### src/rtl/cfg_seq_pkg.sv
// Constants and carrier types for the configuration sequencer.
package cfg_seq_pkg;

  // Program request low time, in ns, and its count of 20 ns cycles, rounded up.
  localparam int unsigned CLK_PERIOD_NS       = 20;
  localparam int unsigned PROGRAM_LOW_MIN_NS  = 300;
  localparam int unsigned PROGRAM_LOW_CYCLES  = (PROGRAM_LOW_MIN_NS + CLK_PERIOD_NS - 1) / CLK_PERIOD_NS;

  // Cycles spent clearing configuration memory.
  localparam int unsigned CLEAR_CYCLES_DEF    = 64;

  // Start-up phase defaults: done pin in phase 4, output float in 5, write enable in 6.
  localparam logic [2:0] DONE_PHASE_DEF       = 3'h4;
  localparam logic [2:0] FLOAT_PHASE_DEF      = 3'h5;
  localparam logic [2:0] WRITE_PHASE_DEF      = 3'h6;
  localparam logic [2:0] PHASE_MIN            = 3'h1;
  localparam logic [2:0] PHASE_MAX            = 3'h6;
  localparam logic [2:0] PHASE_LAST           = 3'h7;

  // Start-up clock source select.
  localparam logic [1:0] STARTUP_CLK_CONFIG   = 2'h0;
  localparam logic [1:0] STARTUP_CLK_APP      = 2'h1;
  localparam logic [1:0] STARTUP_CLK_JTAG     = 2'h2;

  // Security levels: 0 none, 1 and 2 block readback.
  localparam logic [1:0] SECURITY_NONE        = 2'h0;

  // Readback port select.
  localparam logic [1:0] READBACK_PORT_NONE     = 2'h0;
  localparam logic [1:0] READBACK_PORT_PARALLEL = 2'h1;
  localparam logic [1:0] READBACK_PORT_JTAG     = 2'h2;

  typedef enum logic [5:0] {
    ST_IDLE    = 6'h01,
    ST_PROGRAM = 6'h02,
    ST_CLEAR   = 6'h04,
    ST_WAIT    = 6'h08,
    ST_LOAD    = 6'h10,
    ST_STARTUP = 6'h20
  } seq_state_type;

  typedef struct packed {
    logic [1:0] startup_clock_select;
    logic [2:0] done_phase;
    logic [2:0] float_phase;
    logic [2:0] write_phase;
    logic       float_wait_done;
    logic       write_wait_done;
    logic       lock_wait_en;
    logic [2:0] lock_phase;
    logic [1:0] security_level;
  } startup_cfg_type;

  typedef struct packed {
    logic       global_set_reset;
    logic       global_output_float;
    logic       global_write_enable;
    logic       user_io_mode;
  } global_ctrl_type;

endpackage

### src/rtl/startup_phase_ctrl.sv
// Start-up phase counter that steps once per selected start-up clock edge while not held, and stops at phase 7.
`timescale 1ns/10ps
module startup_phase_ctrl (
  input  wire logic                        clk_i,
  input  wire logic                        sys_rst_i,
  input  wire logic                        run_i,
  input  wire logic                        step_i,
  input  wire logic                        hold_i,
  output logic [2:0]                       phase_o
);

  logic [2:0] phase_q;
  logic [2:0] phase_d;
  wire        advance = run_i && step_i && !hold_i && (phase_q != cfg_seq_pkg::PHASE_LAST);

  assign phase_d = !run_i ? 3'h0 : (advance ? phase_q + 3'h1 : phase_q);

  always_ff @(posedge clk_i) begin
    if (sys_rst_i) begin
      phase_q <= 3'h0;
    end else begin
      phase_q <= phase_d;
    end
  end

  assign phase_o = phase_q;

  phase_step_a: assert property (@(posedge clk_i) disable iff (sys_rst_i)
    advance |=> phase_q == $past(phase_q) + 3'h1) else $error("Start-up phase did not step by one.");
  phase_hold_a: assert property (@(posedge clk_i) disable iff (sys_rst_i)
    run_i && $past(run_i) && !(step_i && !hold_i) |=> $stable(phase_q))
    else $error("Start-up phase moved without a step.");

endmodule

### src/rtl/config_sequence_startup_ctrl.sv
// Configuration sequencer and start-up controller of a programmable logic device.
`timescale 1ns/10ps
// Summary of operation
// - Configuration starts on power-on reset and on a program request.
// - Stages run in order: clear memory, load data, start-up.
// - Init status pin is driven low while memory is cleared.
// - External low on init status pin stalls the sequencer until high.
// - Init status pin is released when clearing finishes.
// - Global set/reset is held throughout data loading.
// - Done pin is released once configuration completes.
// - Releasing program request starts clearing and the later stages.
// - Global set/reset pulses at the end of configuration.
// - With the default phases, output float releases one start-up cycle after done goes high.
// - With the default phases, write enable releases one start-up cycle after output float.
// - Dual-purpose configuration pins become user I/O once done is high.
// - Dual-purpose pins stay undriven until output float is released.
// - Optionally float and write releases wait for the shared done line.
// - Optionally start-up pauses at a phase until clock managers lock.
// - By default start-up steps on the configuration clock.
// - Optionally start-up steps on the application clock.
// - Application may assert global set/reset and output float later.
// - Under JTAG configuration start-up may step on the test clock.
// - Readback only through slave parallel or JTAG port.
// - Readback is disabled at either protection level.
// - Readback includes registers; capture timed by the application.
// - A CRC error drives the init status pin low.
// - Done phase is selectable from one to six.
module config_sequence_startup_ctrl #(
  parameter int unsigned CLEAR_CYCLES = cfg_seq_pkg::CLEAR_CYCLES_DEF,
  parameter int unsigned LOCK_WIDTH   = 4
) (
  input  wire logic                        clk_i,
  input  wire logic                        sys_rst_i,
  input  wire logic                        program_request_n_i,
  input  wire logic                        init_status_i,
  output logic                             init_status_o,
  output logic                             init_status_oe_o,
  input  wire logic                        done_i,
  output logic                             done_o,
  output logic                             done_oe_o,
  input  wire logic                        load_complete_i,
  input  wire logic                        crc_error_i,
  input  wire cfg_seq_pkg::startup_cfg_type startup_cfg_i,
  input  wire logic                        config_clock_edge_i,
  input  wire logic                        application_clock_edge_i,
  input  wire logic                        jtag_clock_edge_i,
  input  wire logic                        jtag_config_i,
  input  wire logic [LOCK_WIDTH-1:0]       clock_manager_locked_i,
  input  wire logic [LOCK_WIDTH-1:0]       clock_manager_wait_mask_i,
  input  wire logic                        app_set_reset_i,
  input  wire logic                        app_output_float_i,
  input  wire logic                        app_capture_i,
  input  wire logic [1:0]                  readback_port_i,
  input  wire logic                        readback_req_i,
  output cfg_seq_pkg::global_ctrl_type     global_ctrl_o,
  output logic                             config_active_o,
  output logic                             readback_enable_o,
  output logic                             capture_strobe_o
);

  cfg_seq_pkg::seq_state_type state_q;
  cfg_seq_pkg::seq_state_type state_d;
  logic [15:0] clear_cnt_q;
  logic        crc_fail_q;
  logic        gsr_q;
  logic        float_q;
  logic        write_q;
  logic        done_oe_q;
  logic        active_q;
  logic        io_mode_q;
  logic        readback_q;
  logic        capture_q;
  logic        init_drive_q;
  logic [2:0]  phase;

  wire step_sel = (startup_cfg_i.startup_clock_select == cfg_seq_pkg::STARTUP_CLK_APP)  ? application_clock_edge_i :
                  (startup_cfg_i.startup_clock_select == cfg_seq_pkg::STARTUP_CLK_JTAG && jtag_config_i)
                    ? jtag_clock_edge_i : config_clock_edge_i;

  wire locks_ok  = &(clock_manager_locked_i | ~clock_manager_wait_mask_i);
  wire lock_hold = startup_cfg_i.lock_wait_en && (phase == startup_cfg_i.lock_phase) && !locks_ok;

  // Shared phase test for the done, float and write releases.
  function automatic logic phase_reached(input logic [2:0] now_phase,
                                         input logic [2:0] target_phase);
    return now_phase >= target_phase;
  endfunction

  wire [2:0] done_ph = (startup_cfg_i.done_phase < cfg_seq_pkg::PHASE_MIN) ? cfg_seq_pkg::PHASE_MIN :
                       (startup_cfg_i.done_phase > cfg_seq_pkg::PHASE_MAX) ? cfg_seq_pkg::PHASE_MAX :
                       startup_cfg_i.done_phase;
  wire in_startup  = state_q == cfg_seq_pkg::ST_STARTUP;
  wire done_reach  = in_startup && phase_reached(phase, done_ph);
  wire float_reach = in_startup && phase_reached(phase, startup_cfg_i.float_phase) &&
                     (!startup_cfg_i.float_wait_done || done_i);
  wire write_reach = in_startup && phase_reached(phase, startup_cfg_i.write_phase) &&
                     (!startup_cfg_i.write_wait_done || done_i);
  wire clear_last  = clear_cnt_q == 16'(CLEAR_CYCLES - 1);

  startup_phase_ctrl u_phase (
    .clk_i     (clk_i),
    .sys_rst_i (sys_rst_i),
    .run_i     (in_startup),
    .step_i    (step_sel),
    .hold_i    (lock_hold),
    .phase_o   (phase)
  );

  always_comb begin
    state_d = state_q;
    case (state_q)
      cfg_seq_pkg::ST_IDLE: begin
        if (!program_request_n_i) begin
          state_d = cfg_seq_pkg::ST_PROGRAM;
        end
      end
      cfg_seq_pkg::ST_PROGRAM: begin
        if (program_request_n_i) begin
          state_d = cfg_seq_pkg::ST_CLEAR;
        end
      end
      cfg_seq_pkg::ST_CLEAR: begin
        if (clear_last) begin
          state_d = cfg_seq_pkg::ST_WAIT;
        end
      end
      cfg_seq_pkg::ST_WAIT: begin
        if (init_status_i) begin
          state_d = cfg_seq_pkg::ST_LOAD;
        end
      end
      cfg_seq_pkg::ST_LOAD: begin
        if (load_complete_i && !crc_error_i && !crc_fail_q) begin
          state_d = cfg_seq_pkg::ST_STARTUP;
        end
      end
      cfg_seq_pkg::ST_STARTUP: begin
        state_d = cfg_seq_pkg::ST_STARTUP;
      end
      default: state_d = cfg_seq_pkg::ST_PROGRAM;
    endcase
    // A program request aborts any stage and restarts configuration.
    if (!program_request_n_i) begin
      state_d = cfg_seq_pkg::ST_PROGRAM;
    end
  end

  always_ff @(posedge clk_i) begin
    if (sys_rst_i) begin
      state_q <= cfg_seq_pkg::ST_PROGRAM;
    end else begin
      state_q <= state_d;
    end
  end

  // The clear counter is 16 bits wide, so CLEAR_CYCLES above 65536 is not supported.
  always_ff @(posedge clk_i) begin
    if (sys_rst_i || state_q != cfg_seq_pkg::ST_CLEAR) begin
      clear_cnt_q <= 16'h0000;
    end else begin
      clear_cnt_q <= clear_cnt_q + 16'h0001;
    end
  end

  always_ff @(posedge clk_i) begin
    if (sys_rst_i || state_q == cfg_seq_pkg::ST_PROGRAM) begin
      crc_fail_q <= 1'b0;
    end else if (state_q == cfg_seq_pkg::ST_LOAD && crc_error_i) begin
      crc_fail_q <= 1'b1;
    end
  end

  // A CRC failure pulls the init pin low again, so the host learns that the load was refused.
  // clear drives low
  wire init_drive_d = (state_d == cfg_seq_pkg::ST_PROGRAM) || (state_d == cfg_seq_pkg::ST_CLEAR) ||
                      (state_d == cfg_seq_pkg::ST_LOAD && (crc_fail_q || crc_error_i));

  // application set reset
  // Set/reset stays up from power-on through loading, so the end pulse is its fall at the done phase.
  wire gsr_d   = !in_startup || !phase_reached(phase, done_ph) || app_set_reset_i;
  wire float_d = !float_reach || (in_startup && app_output_float_i);
  wire write_d = write_reach;
  wire done_rel_d = done_reach;
  wire io_mode_d  = done_reach && done_i;
  wire readback_d = readback_req_i && startup_cfg_i.security_level == cfg_seq_pkg::SECURITY_NONE &&
                    (readback_port_i == cfg_seq_pkg::READBACK_PORT_PARALLEL ||
                     readback_port_i == cfg_seq_pkg::READBACK_PORT_JTAG);
  wire capture_d  = app_capture_i && in_startup;

  always_ff @(posedge clk_i) begin
    if (sys_rst_i) begin
      init_drive_q <= 1'b1;
      gsr_q        <= 1'b1;
      float_q      <= 1'b1;
      write_q      <= 1'b0;
      done_oe_q    <= 1'b1;
      active_q     <= 1'b1;
      io_mode_q    <= 1'b0;
      readback_q   <= 1'b0;
      capture_q    <= 1'b0;
    end else begin
      init_drive_q <= init_drive_d;
      gsr_q        <= gsr_d;
      float_q      <= float_d;
      write_q      <= write_d;
      done_oe_q    <= !done_rel_d;
      active_q     <= !write_d;
      io_mode_q    <= io_mode_d;
      readback_q   <= readback_d;
      capture_q    <= capture_d;
    end
  end

  // Both open-drain data outputs are fixed low; only their enables move.
  assign init_status_o     = 1'b0;
  assign init_status_oe_o  = init_drive_q;
  assign done_o            = 1'b0;
  assign done_oe_o         = done_oe_q;
  assign global_ctrl_o     = '{global_set_reset:    gsr_q,
                               global_output_float: float_q,
                               global_write_enable: write_q,
                               user_io_mode:        io_mode_q};
  assign config_active_o   = active_q;
  assign readback_enable_o = readback_q;
  assign capture_strobe_o  = capture_q;

  power_on_start_a: assert property (@(posedge clk_i) disable iff (sys_rst_i)
    $past(sys_rst_i) |-> state_q == cfg_seq_pkg::ST_PROGRAM) else $error("Sequencer did not start after reset.");
  init_clear_a: assert property (@(posedge clk_i) disable iff (sys_rst_i)
    state_q == cfg_seq_pkg::ST_CLEAR |-> init_status_oe_o) else $error("Init pin not low in clear.");
  init_stall_a: assert property (@(posedge clk_i) disable iff (sys_rst_i)
    state_q == cfg_seq_pkg::ST_WAIT && !init_status_i && program_request_n_i |=> state_q == cfg_seq_pkg::ST_WAIT)
    else $error("Sequencer left wait with init pin low.");
  init_release_a: assert property (@(posedge clk_i) disable iff (sys_rst_i)
    state_q == cfg_seq_pkg::ST_CLEAR && clear_last && program_request_n_i |=> !init_status_oe_o)
    else $error("Init pin not released after clear.");
  gsr_load_a: assert property (@(posedge clk_i) disable iff (sys_rst_i)
    state_q == cfg_seq_pkg::ST_LOAD |=> global_ctrl_o.global_set_reset) else $error("Set/reset dropped in load.");
  program_restart_a: assert property (@(posedge clk_i) disable iff (sys_rst_i)
    state_q == cfg_seq_pkg::ST_PROGRAM && program_request_n_i |=> state_q == cfg_seq_pkg::ST_CLEAR)
    else $error("No clear after program release.");
  // The float register follows the application request one cycle late, so that request is looked at one back.
  float_order_a: assert property (@(posedge clk_i) disable iff (sys_rst_i)
    global_ctrl_o.global_write_enable && !startup_cfg_i.write_wait_done && !$past(app_output_float_i)
      && startup_cfg_i.write_phase > startup_cfg_i.float_phase && !startup_cfg_i.float_wait_done
      |-> !global_ctrl_o.global_output_float) else $error("Write enable before float release.");
  done_release_a: assert property (@(posedge clk_i) disable iff (sys_rst_i)
    in_startup && phase >= done_ph && program_request_n_i |=> !done_oe_o) else $error("Done pin held low.");
  readback_secure_a: assert property (@(posedge clk_i) disable iff (sys_rst_i)
    startup_cfg_i.security_level != cfg_seq_pkg::SECURITY_NONE |=> !readback_enable_o)
    else $error("Readback open under security.");
  io_mode_a: assert property (@(posedge clk_i) disable iff (sys_rst_i)
    global_ctrl_o.user_io_mode |-> !done_oe_o) else $error("User io mode before done.");
  gsr_release_a: assert property (@(posedge clk_i) disable iff (sys_rst_i)
    done_reach && !app_set_reset_i |=> !global_ctrl_o.global_set_reset)
    else $error("Set/reset held after the done phase.");
  float_release_a: assert property (@(posedge clk_i) disable iff (sys_rst_i)
    in_startup && phase_reached(phase, startup_cfg_i.float_phase) && !startup_cfg_i.float_wait_done
      && !app_output_float_i |=> !global_ctrl_o.global_output_float) else $error("Output float not released.");
  load_order_a: assert property (@(posedge clk_i) disable iff (sys_rst_i)
    state_q == cfg_seq_pkg::ST_LOAD
      |-> $past(state_q) == cfg_seq_pkg::ST_WAIT || $past(state_q) == cfg_seq_pkg::ST_LOAD)
    else $error("Load entered out of order.");
  crc_hold_a: assert property (@(posedge clk_i) disable iff (sys_rst_i)
    state_q == cfg_seq_pkg::ST_LOAD && crc_fail_q && program_request_n_i |=> init_status_oe_o)
    else $error("Init pin not low after CRC error.");
  step_source_a: assert property (@(posedge clk_i) disable iff (sys_rst_i)
    in_startup && startup_cfg_i.startup_clock_select == cfg_seq_pkg::STARTUP_CLK_APP && !application_clock_edge_i
      |=> $stable(phase)) else $error("Start-up stepped without an application clock edge.");
  capture_idle_a: assert property (@(posedge clk_i) disable iff (sys_rst_i)
    !in_startup |=> !capture_strobe_o) else $error("Capture strobe outside start-up.");

  startup_reach_c: cover property (@(posedge clk_i) disable iff (sys_rst_i) global_ctrl_o.global_write_enable);
  init_stall_c: cover property (@(posedge clk_i) disable iff (sys_rst_i)
    state_q == cfg_seq_pkg::ST_WAIT && !init_status_i);
  lock_hold_c: cover property (@(posedge clk_i) disable iff (sys_rst_i) lock_hold);
  readback_c: cover property (@(posedge clk_i) disable iff (sys_rst_i) readback_enable_o);
  crc_block_c: cover property (@(posedge clk_i) disable iff (sys_rst_i) crc_fail_q);

endmodule

### config.mk
export PLATFORM = sky130hd
export DESIGN_NAME = config_sequence_startup_ctrl
export DESIGN_NICKNAME = d
export VERILOG_FILES = /design/src/rtl/cfg_seq_pkg.sv /design/src/rtl/startup_phase_ctrl.sv /design/src/rtl/config_sequence_startup_ctrl.sv
export SDC_FILE = /design/constraint.sdc
export NUM_CORES = 1
export LEC_CHECK = 0
export ABC_CLOCK_PERIOD_IN_PS = 1800
export BUFFER_PORTS_ARGS = -buffer_cell sky130_fd_sc_hd__clkbuf_2
export CAP_MARGIN = 40
export CORE_ASPECT_RATIO = 1.2
export CORE_MARGIN = 5
export CORE_UTILIZATION = 51
export CTS_CLUSTER_SIZE = 24
export DETAILED_ROUTE_END_ITERATION = 16
export GPL_TIMING_DRIVEN = 0
export PLACE_DENSITY_LB_ADDON = 0.12
export RECOVER_POWER = 50
export SLEW_MARGIN = 20
export SYNTH_ARGS = -nofsm -noshare
export SYNTH_HDL_FRONTEND = slang
export SYNTH_SLANG_ARGS = --single-unit
### constraint.sdc
create_clock -name clk_i -period 1.8 [get_ports clk_i]
set_input_delay 0.27 -clock clk_i [delete_from_list [all_inputs] [get_ports clk_i]]
set_output_delay 0.27 -clock clk_i [all_outputs]
set_load 0.05 [all_outputs]
==> metrics.md <==
| Metric | Value |
|---|---|
| Top FF cell, synth | dfxtp_1 |
| Vias/cell | 5.180 |
| Tmin final | 1.737 ns |
| Final period utilization | 0.9648 |
| Total congestion overflow | 0 |
| Clock share of power | 0.376 |
| Slew @ Worst Pin | 0.6052 ns |
| Skew-Pair Late Insertion Delay | 0.28 ns |
| Cell Area, Synth | 1812 sq um |
| # diodes | 0 |
| Worst Hold Class | primary input to register |
| Clk slew on worst S/H paths | 0.07 ns |
| TritonCTS clock tree | yes |
| RePlAce Congestion | 0.7730 |
| Fmax | 575.8 MHz |
| Worst setup EP type | register |
| Leading post-synthesis cells by cell area | dfxtp_1 39%, ha_1 8.3%, nor2_1 6.0%, xnor2_1 5.3%, xor2_1 4.4% |
| Most instantiated cells after synthesis | 35 x dfxtp_1, 29 x nor2_1, 15 x inv_1 |
| I/O pin cnt | 55 |
| Cell taking the most area after synthesis | dfxtp_1 |
| Highest Signal Layer | met4 |
| Yosys warns | 0 |
| Non-Filler Instances | 305 |
| Avg Inst Size Synth | 8.838 sq um |
| Max_slew headroom | 0.5983 |
| Share of layout cells above drive strength 1 | 0.2910 |
| DRC | 0 |
| Clock Tree Buf Depth | 2 |
| Met3 routed WL | 194 microns |
| CP Launch Type | register |
| Routed Antenna Nets | 0 |
| Initial antenna violation count | 0 |
| Area growth from synthesis to layout | 24.45% |
| First-pass GRT wire length | 6.410 mm |
| Die area | 4849 sq um |
| DP Area | 2122 sq um |
| Hold Fails Final Rpt | 0 |
| Synth async-reset ratio | 0 |
| #FFs+latches synth | 35 |
| Hold Crit Depth | 2 |
| Crit path required time | 1.97 ns |
| PD cells | 662.9 nW/um^2 |
| Vias in the first global route | 1540 |
| Worst r2r src | state_q[3] |
| Root Buffer | clkbuf_8 |
| Status | completed |
| # fillers | 312 |
| DR pass1 iterations | 5 |
| Fin Setup TNS | 0 ns |
| CP max FO | 6 |
| # clock sinks | 35 |
| R2R cell count | 4 |
| I/O Buffers | 52 |
| Switching share of power | 0.2258 |
| Critical hold path startpoint | app_set_reset_i |
| Via count | 1580 |
| Util after Layout | 0.6640 |
| Synth cell types | 47 |
| P_int | 1.157 mW |
| Total CTS buffers | 5 |
| EDFF count, synth | 0 |
| Sequential fraction of the synthesis area | 0.3867 |
| Die width | 64.41 microns |
| Post-DR wirelength/cell | 11.84 microns |
| Critical path class | register to register |
| Net Sw Power | 0.3375 mW |
| Max Clock Skew | 0.003686 ns |
| Share of the synthesized area in the top cell type | 0.3867 |
| Max_cap viols | 0 |
| Die Y-Extent | 75.29 microns |
| Row Count | 23 |
| Critical path arrival | 1.90 ns |
| Pin count of the biggest net entering global routing | 11 |
| Global Route Usage Sum | 0.1675 |
| WL met2 | 1.781 mm |
| Slew Limit Fails | 0 |
| Final setup fails | 0 |
| H-tree Lvls | 2 |
| Mapped Cells | 205 |
| Finished Cell Area | 2255 sq um |
| Lkg Pwr | 1.003 nW |
| Iter 0 DRT Violations | 108 |
| Count leader, synth | dfxtp_1 |
| Placed insts | 295 |
| HPWL Detailed | 2.849 mm |
| Seq pwr share | 0.526 |
| Initial Util | 0.5335 |
| Fin nets | 324 |
| Setup crit start | state_q[3] |
| Metal1 wirelength | 1.547 mm |
| Core box area | 3396 sq um |
| Max VDD drop | 348.4 uV |
| Comb pwr share | 0.098 |
| Drt total wl | 3.612 mm |
==> metrics by stage <==
stage               worst slack [ns]  power (mW)  hold WS, ns
detailed placement          -0.06933      0.9421       0.4551
CTS                          0.01737       1.507       0.1587
global route                -0.01541       1.561       0.1736
finish                       0.06331       1.495       0.1674
global placement            -0.04166      0.9410       0.4512
floorplan                     0.1812      0.8797       0.3424
==> timing repair <==
action,in CTS,in global routing
hold buffers,0,0
setup endpoints to repair,1,18
setup buffers,0,3
hold endpoints to repair,0,0
pin swaps,0,2
gates resized for setup,1,8
==> state kept, by name, summed over array words and instances (netlist names) <==
signal,count
clear_cnt_q,16
state_q,6
u_phase.phase_o,3
capture_strobe_o,1
config_active_o,1
crc_fail_q,1
done_oe_o,1
float_q,1
gsr_q,1
init_status_oe_o,1
io_mode_q,1
readback_enable_o,1
write_q,1
==> path summary, 6_finish.rpt <==
| kind | slack [ns] | end |
|---|---|---|
| setup / recovery | 0.06 | init_status_oe_o |
| hold / removal | 0.17 | gsr_q |
| setup reg to reg | 0.06 | init_status_oe_o |
| hold reg to reg | 0.50 | clear_cnt_q[0] |
==> cell families after synthesis <==
family                   synth area share
AO/OA/AOI/OAI                     0.09186
adder cells (fa/ha/maj)           0.08840
AND/OR/NAND/NOR                    0.2597
multiplexers                      0.01174
XOR/XNOR                          0.09669
other                            0.002070
buffers and inverters             0.06283
flip-flops                         0.3867
==> cell usage in the layout, fill, tap and decap left out, drive strengths merged, types with 3 or more instances in the layout <==
master / netlist / routed
o21ai: 5 / 5
nor4: 3 / 3
nor2: 29 / 29
dfxtp: 35 / 35
xor2: 9 / 9
nand2b: 7 / 7
nand3: 11 / 11
a21oi: 6 / 6
nor2b: 3 / 3
nand2: 6 / 6
buf: 7 / 10
ha: 12 / 12
clkbuf: 1 / 59
xnor2: 11 / 11
nor3: 7 / 7
inv: 16 / 16
and3: 6 / 6
==> layer usage <==
layer / track usage / vias to the layer above
met5: 0 / -
met4: 0.08451 / 0
met3: 0.03982 / 11
met2: 0.2993 / 47
met1: 0.1886 / 706
li1: - / 816
==> worst max-delay path: stages, from the launching register on <==
cell and delay, ns:
dfxtp_1 0.37, or4b_1 0.59, o21ai_2 0.09, a41oi_2 0.16, or3b_1 0.40
==> area by class of cell <==
type / count / area [sq um] / share of cell area
Buffer: 8 / 53.80 / 0.02386
Clock buffer: 6 / 82.58 / 0.03663
Clock inverter: 1 / 5.005 / 0.002220
Inverter: 16 / 60.06 / 0.02664
Multi-Input combinational cell: 147 / 1026 / 0.4550
Sequential cell: 35 / 704.4 / 0.3124
Tap cell: 37 / 46.29 / 0.02053
Timing Repair Buffer: 55 / 276.5 / 0.1226
==> power groups by stage <==
stage	registers (mW)	logic, mW	clock network [mW]
after CTS	0.784	0.141	0.581
after floorplan	0.806	0.0736	0
after detailed placement	0.802	0.140	0
final	0.786	0.146	0.562
after global routing	0.786	0.164	0.610
after global placement	0.802	0.139	0
Power figures use the tool's default switching activity.
